## config.mk

```make
export PLATFORM = sky130hd
export DESIGN_NAME = pll_divider_go_control
export DESIGN_NICKNAME = d
export VERILOG_FILES = /design/src/verilog/pdgc_pkg.sv /design/src/verilog/pdgc_divider.sv /design/src/verilog/pll_divider_go_control.sv
export SDC_FILE = /design/constraint.sdc
export NUM_CORES = 1
export LEC_CHECK = 0
export ABC_AREA = 1
export BUFFER_PORTS_ARGS = -buffer_cell sky130_fd_sc_hd__buf_2
export CAP_MARGIN = 5
export CORE_MARGIN = 2
export CORE_UTILIZATION = 38
export DETAILED_ROUTE_END_ITERATION = 7
export PLACE_DENSITY = 0.81
export SLEW_MARGIN = 20
export SYNTH_ARGS = -nofsm -noshare
export SYNTH_HDL_FRONTEND = slang
export SYNTH_SLANG_ARGS = --single-unit
export TNS_END_PERCENT = 1
```

## constraint.sdc

```tcl
create_clock -name clk -period 1.9 [get_ports clk]
set_input_delay 0.38 -clock clk [delete_from_list [all_inputs] [get_ports clk]]
set_output_delay 0.38 -clock clk [all_outputs]
set_load 0.005 [all_outputs]
```

## src/verilog/pdgc_pkg.sv

```systemverilog
// Package for the post-divider and GO sequencer of the secondary clock controller.
// Assumes a single 125 MHz clock domain; the divider reference arrives as an enable.
package pdgc_pkg;

  // ----------------------------------------------------------------
  // Register offsets (byte addresses)
  // ----------------------------------------------------------------
  localparam logic [31:0] PDGC_OFS_DIV    = 32'h029c0118;
  localparam logic [31:0] PDGC_OFS_CMD    = 32'h029c0138;
  localparam logic [31:0] PDGC_OFS_STAT   = 32'h029c013c;
  localparam logic [31:0] PDGC_OFS_ALN    = 32'h029c0140;
  localparam logic [31:0] PDGC_OFS_CHG    = 32'h029c0144;
  localparam logic [31:0] PDGC_OFS_CLKON  = 32'h029c0150;

  // ----------------------------------------------------------------
  // Field positions and codes
  // ----------------------------------------------------------------
  localparam int          PDGC_BIT_EN     = 15;
  localparam int          PDGC_BIT_FLAG   = 0;
  localparam int          PDGC_RATIO_W    = 5;
  localparam logic [4:0]  PDGC_RATIO_DIV2 = 5'h01;
  localparam logic [4:0]  PDGC_RATIO_DIV5 = 5'h04;

  // ----------------------------------------------------------------
  // Reset values
  // ----------------------------------------------------------------
  localparam logic        PDGC_RST_EN     = 1'b1;
  localparam logic [4:0]  PDGC_RST_RATIO  = 5'h01;
  localparam logic        PDGC_RST_GO     = 1'b0;
  localparam logic        PDGC_RST_ALN    = 1'b1;
  localparam logic        PDGC_RST_CHG    = 1'b0;
  localparam logic        PDGC_RST_ON     = 1'b1;

  // Last count of a full period of the divided clock, in reference enables
  localparam logic [2:0]  PDGC_DIV2_LAST  = 3'h1;
  localparam logic [2:0]  PDGC_DIV5_LAST  = 3'h4;

  // Register access request from the processor or the debug emulator
  typedef struct packed {
    logic        valid;
    logic        write;
    logic [31:0] addr;
    logic [31:0] wdata;
  } pdgc_req_type;

  // Register read answer
  typedef struct packed {
    logic        valid;
    logic [31:0] rdata;
  } pdgc_rsp_type;

  // Sequencer states
  typedef enum logic [1:0] {
    PDGC_IDLE  = 2'b00,
    PDGC_WAIT  = 2'b01,
    PDGC_APPLY = 2'b10
  } pdgc_state_type;

endpackage

```

## src/verilog/pdgc_divider.sv

```systemverilog
// Divided clock generator running on reference enables.
// Assumes refTick pulses one cycle per reference edge; ratio may change mid-period on an unaligned switch.
`timescale 1ns/1ps
module pdgc_divider (
  // Clock and reset
  input  wire logic       clk,
  input  wire logic       nrst,
  // Control
  input  wire logic       refTick,
  input  wire logic       enable,
  input  wire logic [4:0] ratio,
  input  wire logic       restart,
  // Output
  output logic            divClk,
  output logic            boundary
);
  import pdgc_pkg::*;

  logic [2:0] cnt_ff;
  logic [2:0] nxt_cnt;
  logic       clk_ff;
  logic       nxt_clk;
  wire  [2:0] lastCnt = (ratio == PDGC_RATIO_DIV5) ? PDGC_DIV5_LAST : PDGC_DIV2_LAST;
  // A count left beyond the end by an unaligned shrink wraps at once, not after a long low
  wire        atEnd   = refTick && (cnt_ff >= lastCnt);

  // Count reference ticks over a full period; high for the first half, rounded down (2 of 5 ticks when dividing by five)
  assign nxt_cnt  = (!enable || restart) ? 3'h0 : (atEnd ? 3'h0 : (refTick ? cnt_ff + 3'h1 : cnt_ff));
  assign nxt_clk  = enable && !restart && (nxt_cnt < ((lastCnt + 3'h1) >> 1));
  assign boundary = atEnd || !enable;

  // ----------------------------------------------------------------
  // Counter
  // ----------------------------------------------------------------
  always_ff @(posedge clk or negedge nrst) begin
    if (!nrst) begin
      cnt_ff <= 3'h0;
      clk_ff <= 1'b0;
    end else begin
      cnt_ff <= nxt_cnt;
      clk_ff <= nxt_clk;
    end
  end

  assign divClk = clk_ff;

endmodule

```

## src/verilog/pll_divider_go_control.sv

```systemverilog
// Post-divider and GO sequencer for the secondary clock controller.
// Assumes register requests come only from the processor core or the emulator port.
`timescale 1ns/1ps
module pll_divider_go_control (
  // Clock and resets
  input  wire logic                   clk,
  input  wire logic                   nrst,
  input  wire logic                   warmRstN,
  // Register port, processor core and emulator only
  input  wire pdgc_pkg::pdgc_req_type cpuReq,
  input  wire pdgc_pkg::pdgc_req_type emuReq,
  output pdgc_pkg::pdgc_rsp_type      regRsp,
  // Divider reference enable, one pulse per reference edge
  input  wire logic                   refTick,
  // Divided clock to the MAC and its status
  output logic                        dividedMacClock,
  output logic                        outputOnFlag
);
  import pdgc_pkg::*;

  // ----------------------------------------------------------------
  // Access selection
  // ----------------------------------------------------------------
  // Only the two trusted masters have ports at all; the core wins a tie
  // The losing emulator access is dropped, not queued, so it has to retry
  wire          useCpu  = cpuReq.valid;
  wire          reqVal  = cpuReq.valid || emuReq.valid;
  wire          reqWr   = useCpu ? cpuReq.write : emuReq.write;
  wire   [31:0] reqAdr  = useCpu ? cpuReq.addr  : emuReq.addr;
  wire   [31:0] reqDat  = useCpu ? cpuReq.wdata : emuReq.wdata;
  wire          wrOp    = reqVal && reqWr;
  wire          rdOp    = reqVal && !reqWr;
  wire          hitDiv  = reqAdr == PDGC_OFS_DIV;
  wire          hitCmd  = reqAdr == PDGC_OFS_CMD;
  wire          hitStat = reqAdr == PDGC_OFS_STAT;
  wire          hitAln  = reqAdr == PDGC_OFS_ALN;
  wire          hitChg  = reqAdr == PDGC_OFS_CHG;
  wire          hitOn   = reqAdr == PDGC_OFS_CLKON;

  // ----------------------------------------------------------------
  // Register state
  // ----------------------------------------------------------------
  // Software-visible fields, then sequencer state and retimed outputs
  logic           enable_ff;
  logic [4:0]     ratio_ff;
  logic           goBit_ff;
  logic           align_ff;
  logic           changed_ff;
  logic [4:0]     active_ff;
  logic           busy_ff;
  pdgc_state_type state_ff;
  pdgc_rsp_type   rsp_ff;
  logic           on_ff;
  logic           macClk_ff;

  logic           nxt_enable;
  logic [4:0]     nxt_ratio;
  logic           nxt_goBit;
  logic           nxt_align;
  logic           nxt_changed;
  logic [4:0]     nxt_active;
  logic           nxt_busy;
  pdgc_state_type nxt_state;
  pdgc_rsp_type   nxt_rsp;

  // Both power-on and warm reset bring every register back
  // Merged once here so that no flop can miss either reset
  wire            rstAllN = nrst && warmRstN;

  // Divider register write; only the documented fields are stored
  // Reserved ratio codes are stored as written and divide by two
  wire            wrDiv   = wrOp && hitDiv;
  wire   [4:0]    wrRatio = reqDat[PDGC_RATIO_W-1:0];
  assign nxt_enable = wrDiv ? reqDat[PDGC_BIT_EN] : enable_ff;
  assign nxt_ratio  = wrDiv ? wrRatio : ratio_ff;

  // Go command bit: one starts GO, zero only clears the stored bit
  // A one written while busy is stored but ignored by the sequencer
  wire            wrCmd   = wrOp && hitCmd;
  wire            goStart = wrCmd && reqDat[PDGC_BIT_FLAG];
  assign nxt_goBit  = wrCmd ? reqDat[PDGC_BIT_FLAG] : goBit_ff;

  // Align bit is writable, though software is expected to leave it
  // It is looked at only while a GO sits in the wait state
  assign nxt_align  = (wrOp && hitAln) ? reqDat[PDGC_BIT_FLAG] : align_ff;

  // ----------------------------------------------------------------
  // GO sequencer
  // ----------------------------------------------------------------
  wire            divBoundary;
  wire            applyNow;
  // Unaligned switch happens at once; aligned one waits for a period edge
  assign applyNow = (state_ff == PDGC_WAIT) && (!align_ff || divBoundary);

  // IDLE waits for GO with a pending change, WAIT for the switch point, and
  // APPLY keeps busy one more cycle so status never drops before the new ratio
  always_comb begin
    nxt_state  = state_ff;
    nxt_active = active_ff;
    nxt_busy   = busy_ff;
    case (state_ff)
      PDGC_IDLE: begin
        // Without a pending change GO leaves the clock alone
        if (goStart && changed_ff) begin
          nxt_state = PDGC_WAIT;
          nxt_busy  = 1'b1;
        end
      end
      PDGC_WAIT: begin
        // Take the ratio as it stands now, not as it was when GO was written
        if (applyNow) begin
          nxt_active = ratio_ff;
          nxt_state  = PDGC_APPLY;
        end
      end
      PDGC_APPLY: begin
        // One settle cycle so the counter has loaded the new ratio
        nxt_state = PDGC_IDLE;
        nxt_busy  = 1'b0;
      end
      default: begin
        nxt_state = PDGC_IDLE;
        nxt_busy  = 1'b0;
      end
    endcase
  end

  // A fresh differing write wins over the clear at apply time
  // Clearing it anyway would lose a change made while GO completes
  wire            ratioDiff = wrDiv && (wrRatio != ratio_ff);
  assign nxt_changed = ratioDiff ? 1'b1 : ((state_ff == PDGC_APPLY) ? 1'b0 : changed_ff);

  // ----------------------------------------------------------------
  // Read path
  // ----------------------------------------------------------------
  // Reserved bits and unmapped addresses read as zero
  // Each word is built in full so a reserved bit cannot leak from a wider store
  wire   [31:0] rdDiv  = {16'h0000, enable_ff, 10'h000, ratio_ff};
  wire   [31:0] rdCmd  = {31'h00000000, goBit_ff};
  wire   [31:0] rdStat = {31'h00000000, busy_ff};
  wire   [31:0] rdAln  = {31'h00000000, align_ff};
  wire   [31:0] rdChg  = {31'h00000000, changed_ff};
  wire   [31:0] rdOn   = {31'h00000000, on_ff};
  wire   [31:0] rdVal  = hitDiv  ? rdDiv  :
                         hitCmd  ? rdCmd  :
                         hitStat ? rdStat :
                         hitAln  ? rdAln  :
                         hitChg  ? rdChg  :
                         hitOn   ? rdOn   : 32'h00000000;
  // Idle cycles answer with zeros so a stale word never sits on the port
  assign nxt_rsp.valid = rdOp;
  assign nxt_rsp.rdata = rdOp ? rdVal : 32'h00000000;

  // ----------------------------------------------------------------
  // Divider, fed by the halved PLL output as reference enable
  // ----------------------------------------------------------------
  // Restart only on an aligned switch; an unaligned one keeps the running count
  wire            divClkRaw;
  pdgc_divider u_divider (
    .clk      (clk),
    .nrst     (rstAllN),
    .refTick  (refTick),
    .enable   (enable_ff),
    .ratio    (active_ff),
    .restart  (applyNow && align_ff),
    .divClk   (divClkRaw),
    .boundary (divBoundary)
  );

  // ----------------------------------------------------------------
  // Registers
  // ----------------------------------------------------------------
  // Control and status flops; all of them return to default on either reset
  always_ff @(posedge clk or negedge rstAllN) begin
    if (!rstAllN) begin
      enable_ff  <= PDGC_RST_EN;
      ratio_ff   <= PDGC_RST_RATIO;
      goBit_ff   <= PDGC_RST_GO;
      align_ff   <= PDGC_RST_ALN;
      changed_ff <= PDGC_RST_CHG;
      active_ff  <= PDGC_RST_RATIO;
      busy_ff    <= 1'b0;
      state_ff   <= PDGC_IDLE;
      rsp_ff     <= '0;
    end else begin
      enable_ff  <= nxt_enable;
      ratio_ff   <= nxt_ratio;
      goBit_ff   <= nxt_goBit;
      align_ff   <= nxt_align;
      changed_ff <= nxt_changed;
      active_ff  <= nxt_active;
      busy_ff    <= nxt_busy;
      state_ff   <= nxt_state;
      rsp_ff     <= nxt_rsp;
    end
  end

  // Output flag and clock are retimed so the top outputs come from flops
  // The one-cycle lag of the clock is the price of a glitch-free flop output
  always_ff @(posedge clk or negedge rstAllN) begin
    if (!rstAllN) begin
      on_ff     <= PDGC_RST_ON;
      macClk_ff <= 1'b0;
    end else begin
      on_ff     <= nxt_enable;
      macClk_ff <= divClkRaw && enable_ff;
    end
  end

  assign regRsp          = rsp_ff;
  assign dividedMacClock = macClk_ff;
  assign outputOnFlag    = on_ff;

  // ----------------------------------------------------------------
  // Checks
  // ----------------------------------------------------------------
  a_gated_when_off: assert property (@(posedge clk) disable iff (!rstAllN)
    !enable_ff |=> !macClk_ff) else $error("divided clock runs while disabled");
  a_flag_follows_en: assert property (@(posedge clk) disable iff (!rstAllN)
    !enable_ff |-> !on_ff) else $error("output-on flag high while disabled");
  a_go_needs_change: assert property (@(posedge clk) disable iff (!rstAllN)
    (state_ff == PDGC_IDLE && goStart && !changed_ff) |=> !busy_ff)
    else $error("GO started without a pending ratio change");
  a_go_busy_set: assert property (@(posedge clk) disable iff (!rstAllN)
    (state_ff == PDGC_IDLE && goStart && changed_ff) |=> busy_ff)
    else $error("go-in-progress not raised");
  a_zero_no_go: assert property (@(posedge clk) disable iff (!rstAllN)
    (wrCmd && !reqDat[0]) |=> !goBit_ff && $stable(active_ff))
    else $error("writing zero to go bit had an effect");
  a_diff_sets_flag: assert property (@(posedge clk) disable iff (!rstAllN)
    ratioDiff |=> changed_ff) else $error("ratio change not flagged");
  a_unaligned_fast: assert property (@(posedge clk) disable iff (!rstAllN)
    (state_ff == PDGC_WAIT && !align_ff) |=> (active_ff == $past(ratio_ff)))
    else $error("unaligned GO did not switch at once");
  a_apply_clears: assert property (@(posedge clk) disable iff (!rstAllN)
    (state_ff == PDGC_APPLY && !ratioDiff) |=> !changed_ff && !busy_ff)
    else $error("GO completion did not clear status");
  a_reserved_zero: assert property (@(posedge clk) disable iff (!rstAllN)
    rsp_ff.valid |-> (rsp_ff.rdata[31:16] == 16'h0000))
    else $error("reserved read bits not zero");
  a_div_untouched: assert property (@(posedge clk) disable iff (!rstAllN)
    !wrDiv |=> ($stable(enable_ff) && $stable(ratio_ff)))
    else $error("divider fields changed without a divider write");
  a_idle_rdata_zero: assert property (@(posedge clk) disable iff (!rstAllN)
    !rdOp |=> (!rsp_ff.valid && rsp_ff.rdata == 32'h00000000))
    else $error("answer or data without a read");
  a_read_answer: assert property (@(posedge clk) disable iff (!rstAllN)
    rdOp |=> rsp_ff.valid)
    else $error("read not answered in the next cycle");
  a_go_bit_set: assert property (@(posedge clk) disable iff (!rstAllN)
    (wrCmd && reqDat[PDGC_BIT_FLAG]) |=> goBit_ff)
    else $error("go bit not stored");
  a_go_bit_holds: assert property (@(posedge clk) disable iff (!rstAllN)
    !wrCmd |=> $stable(goBit_ff))
    else $error("go bit changed without a command write");
  // Sequencer and status consistency
  a_busy_tracks_state: assert property (@(posedge clk) disable iff (!rstAllN)
    busy_ff == (state_ff != PDGC_IDLE))
    else $error("go-in-progress disagrees with the sequencer");
  a_state_legal: assert property (@(posedge clk) disable iff (!rstAllN)
    state_ff inside {PDGC_IDLE, PDGC_WAIT, PDGC_APPLY})
    else $error("sequencer in an unused state");
  a_on_mirrors_en: assert property (@(posedge clk) disable iff (!rstAllN)
    on_ff == enable_ff)
    else $error("output-on flag does not follow the enable");
  a_keep_outside_go: assert property (@(posedge clk) disable iff (!rstAllN)
    (state_ff != PDGC_WAIT) |=> $stable(active_ff))
    else $error("active ratio changed outside a GO");
  a_aligned_waits: assert property (@(posedge clk) disable iff (!rstAllN)
    (state_ff == PDGC_WAIT && align_ff && !divBoundary) |=> (state_ff == PDGC_WAIT))
    else $error("aligned GO switched away from a period edge");
  a_aligned_takes: assert property (@(posedge clk) disable iff (!rstAllN)
    (state_ff == PDGC_WAIT && align_ff && divBoundary) |=> (active_ff == $past(ratio_ff)))
    else $error("aligned GO did not take the programmed ratio");
  a_apply_one_cycle: assert property (@(posedge clk) disable iff (!rstAllN)
    (state_ff == PDGC_APPLY) |=> (state_ff == PDGC_IDLE))
    else $error("GO did not complete after the apply cycle");
  a_same_ratio_quiet: assert property (@(posedge clk) disable iff (!rstAllN)
    (state_ff == PDGC_IDLE && !ratioDiff) |=> (changed_ff == $past(changed_ff)))
    else $error("ratio-changed flag moved without a differing write");

endmodule

```

==> results.json <==
{
  "postLayoutSetupSlackWorst_ps": -128,
  "dieArea_mm2": 0.00704,
  "synth-main-ff-cell": "sky130_fd_sc_hd__dfrtp_1",
  "setup_viol": 8,
  "slew-limit-headroom_pct": 62.4,
  "row_count": 29,
  "grt-busiest-layer": "met2",
  "antenna_cells_inserted": 0,
  "chipHeight_um": 83.9,
  "worst-endpoint-arrival_ps": 2240,
  "grt_pass1_wl_um": 9850,
  "final.min_clock_period_ps": 2030,
  "cts_tree": "yes",
  "maxCapViolCount": 0,
  "path_depth": 11,
  "synth-edff-count": 0,
  "worstPathBufferInverterCount": 0,
  "routed_wl_um": 5700,
  "place_congestion": 0.799,
  "ys_seq_area_share_pct": 30.1,
  "ys_async_sr_fraction_pct": 100,
  "layout.nets": 619,
  "worstPathCellList": "nor3_2 -> nand3b_1 -> ha_1 -> nor2_1 -> a21boi_1 -> o21ai_2 -> nand2_1 -> nor2_2 -> ha_1 -> and2_1 -> nor2_1",
  "dr.pass1.iters": 4,
  "initial_utilization_pct": 38.7,
  "setup.worst_path.end_class": "flip-flop",
  "clock_tree.htree_level_count": 2,
  "cts-buffers-inserted": 5,
  "synthesis.area_mm2": 0.00243,
  "grt_pass1_vias": 2442,
  "pin_count_of_the_biggest_net_entering_global_routing": 30,
  "hold_violations": 0,
  "critical_path.startpoint_type": "flip-flop",
  "worstSkewPairLatency_ps": 280,
  "final_area_mm2": 0.00305,
  "cts_hold_repair.buffers": 0,
  "ant_nets": 0,
  "via_count": 2551,
  "worst_setup_hold_path_clk_slew_ps": 60,
  "powerDensity_mw_per_mm2": 461,
  "maxSlewViolCount": 0,
  "final.fill_count": 614,
  "power_leakage_nw": 1.77,
  "grt_setup_unrepaired": "yes",
  "flow.area_growth_from_synthesis_pct": 25.5,
  "design.portCount": 171,
  "clk_root_buffer_cell": "sky130_fd_sc_hd__clkbuf_8",
  "synth.ff_latch_count": 29,
  "detail_route.vias_per_cell": 4.58,
  "timing.fmax_mhz": 493,
  "status": "finished, violations left",
  "final_routed_drc_violation_total": 0,
  "post_dp_cell_area_mm2": 0.00290,
  "dp_hpwl_um": 4800,
  "die_width_um": 83.9,
  "critPathMaxFanout": 3,
  "type_of_the_setup_path_with_the_least_slack": "reg2reg",
  "cts-root-to-sink-buffers": 2,
  "gr-usage-met3_pct": 4.45,
  "globalRouteTotalUtil_pct": 16.9,
  "core_area_mm2": 0.00628,
  "min_period_over_period_pct": 107,
  "yosysUniqueCellTypes": 31,
  "crit_path_max_incr_delay_ps": 390,
  "portBuffers": 92,
  "violations": "setup timing",
  "post_route_cells_drive_above_1_share_pct": 29.2,
  "gr-usage-met1_pct": 17.1,
  "synthCells": 372,
  "yosys_warnings": 0,
  "avgSynthCellArea_um2": 6.53,
  "finalClockSkew_ps": 5.17,
  "crit_path_top_delay_cell": "sky130_fd_sc_hd__dfrtp_1",
  "globalRouteMet2Util_pct": 33.3,
  "drt-wirelength-per-cell_um": 10.2,
  "antenna_found_initial": 0,
  "grt_overflow_total": 0,
  "drt_iter0_markers": 122,
  "power.ir.vdd_worst_mv": 0.322,
  "hold_class": "in2async",
  "worst-endpoint-required_ps": 2110,
  "place_ws_ps": -252,
  "tightest_slew_ps": 560,
  "critPathTopFamily": "simple AND/OR/NAND/NOR gates",
  "number_of_clock_sinks": 29,
  "timing.reg2reg.worst_path_depth": 11
}
[synthesized netlist by cell type (2+ instances only)]
master                     number  area, um2
sky130_fd_sc_hd__mux2i_1        3       30.0
sky130_fd_sc_hd__nor2_1        42        158
sky130_fd_sc_hd__nand4_1        7       43.8
sky130_fd_sc_hd__xor2_1         4       35.0
sky130_fd_sc_hd__nor3_2         2       20.0
sky130_fd_sc_hd__nor3_1         9       45.0
sky130_fd_sc_hd__buf_8          2       30.0
sky130_fd_sc_hd__nand3b_1       5       37.5
sky130_fd_sc_hd__ha_1           4       50.1
sky130_fd_sc_hd__buf_4         27        203
sky130_fd_sc_hd__and2_1         2       12.5
sky130_fd_sc_hd__dfrtp_1       25        626
sky130_fd_sc_hd__nand2_2       11       68.8
sky130_fd_sc_hd__inv_2          3       11.3
sky130_fd_sc_hd__xnor2_1        2       17.5
sky130_fd_sc_hd__o21ai_1       12       60.1
sky130_fd_sc_hd__nand3_1       22        110
sky130_fd_sc_hd__inv_1         56        210
sky130_fd_sc_hd__dfstp_2        4        105
sky130_fd_sc_hd__o21ai_0       11       55.1
sky130_fd_sc_hd__buf_6          2       22.5
sky130_fd_sc_hd__nand2_1      108        405
[what timing repair did]
item                                    in CTS  in global routing
pin swaps                                    5                  1
gates resized for setup                      7                  1
setup buffers                                5                  0
endpoints found under the setup margin       7                  9
[routing by layer]
| layer | wire (um) | share of wire, % | vias up |
|---|---|---|---|
| met5 | 0 | 0 | - |
| met4 | 95 | 1.7 | 0 |
| met3 | 361 | 6.3 | 10 |
| met2 | 3040 | 53 | 83 |
| met1 | 2200 | 39 | 1144 |
| li1 | - | - | 1314 |
[cells by family (layout without fill, tap and decap cells)]
group                      after synthesis  after routing  synth area share (%)
AOI/OAI and AO/OA                       28             28                  6.13
xor gates and xnor gates                 6              6                  2.16
adders and majority gates                4              4                  2.06
buffers and inverters                   91            174                  20.1
DFF                                     29             29                  30.1
muxes                                    3              3                  1.24
other                                    1             26                 0.154
and+or+nand+nor                        210            210                  38.0
[flip-flops by register name (all words and copies together), names as in the netlist]
signal            count
u_divider.divClk      1
busy_ff               1
changed_ff            1
state_ff              2
outputOnFlag          1
dividedMacClock       1
goBit_ff              1
u_divider.cnt_ff      3
align_ff              1
ratio_ff              5
active_ff             5
regRsp                7
[worst register-to-register path, cell delays in order (launching register included)]
cell and delay (ps):
sky130_fd_sc_hd__dfrtp_1 390, sky130_fd_sc_hd__nor3_2 150, sky130_fd_sc_hd__nand3b_1 160, sky130_fd_sc_hd__ha_1 300, sky130_fd_sc_hd__nor2_1 90, sky130_fd_sc_hd__a21boi_1 80
sky130_fd_sc_hd__o21ai_2 140, sky130_fd_sc_hd__nand2_1 100, sky130_fd_sc_hd__nor2_2 110, sky130_fd_sc_hd__ha_1 230, sky130_fd_sc_hd__and2_1 130, sky130_fd_sc_hd__nor2_1 80
[path summary, 6_finish.rpt]
check	startpoint	slack [ps]	to
min reg2reg	u_divider.divClk$_DFF_PN0_	430	dividedMacClock$_DFF_PN0_
max	active_ff[1]$_DFFE_PN0P_	-130	u_divider.divClk$_DFF_PN0_
max in group asynchronous	nrst	1410	ratio_ff[0]$_DFFE_PN1P_
min	warmRstN	170	regRsp[2]$_DFF_PN0_
max reg2reg	active_ff[1]$_DFFE_PN0P_	-130	u_divider.divClk$_DFF_PN0_
min in group clk	emuReq[15]	420	outputOnFlag$_DFFE_PN1P_
[power by group]
group	internal [W]	switching (W)	total, W
Sequential	0.000620	0.000000419	0.000621
Clock	0.000294	0.000215	0.000509
Combinational	0.000114	0.000161	0.000275
Total	0.00103	0.000377	0.00140
[layout make-up]
type                       count  area (um2)  area share (%)
multi-input combinational    277        1320            43.2
tap                           77        96.3            3.16
clock buffer                   8        90.1            2.96
inverter                      60         233            7.64
timing repair buffer         106         581            19.1
sequential                    29         731            24.0
[per-stage QoR]
| step | power [W] | cells | setup TNS [ps] | utilization (%) | hold slack, ps |
|---|---|---|---|---|---|
| 2_1_floorplan | 0.000825 | 397 | -289 | - | 413 |
| 3_3_place_gp | 0.000899 | 544 | -930 | 46.1 | 416 |
| 3_5_place_dp | 0.000907 | 544 | -1250 | 46.1 | 419 |
| 4_1_cts | 0.00142 | 557 | -732 | 48.5 | 183 |
| 5_1_grt | 0.00148 | 557 | -1830 | 48.5 | 229 |
| 6_report | 0.00140 | 557 | -512 | 48.5 | 166 |
[placed cells by master, fill, tap and decap left out, drive strengths merged]
cell type,instances
and2,2
buf,106
inv,60
ha,4
xnor2,2
nand2,119
nand3b,5
a21boi,1
mux2i,3
dfrtp,25
o22ai,1
nand3,22
nand4,7
dfstp,4
nor3,12
nor2,43
a31oi,1
a21oi,1
conb,26
o21ai,24
xor2,4
clkbuf,8
(Power assumes the default switching activity.)
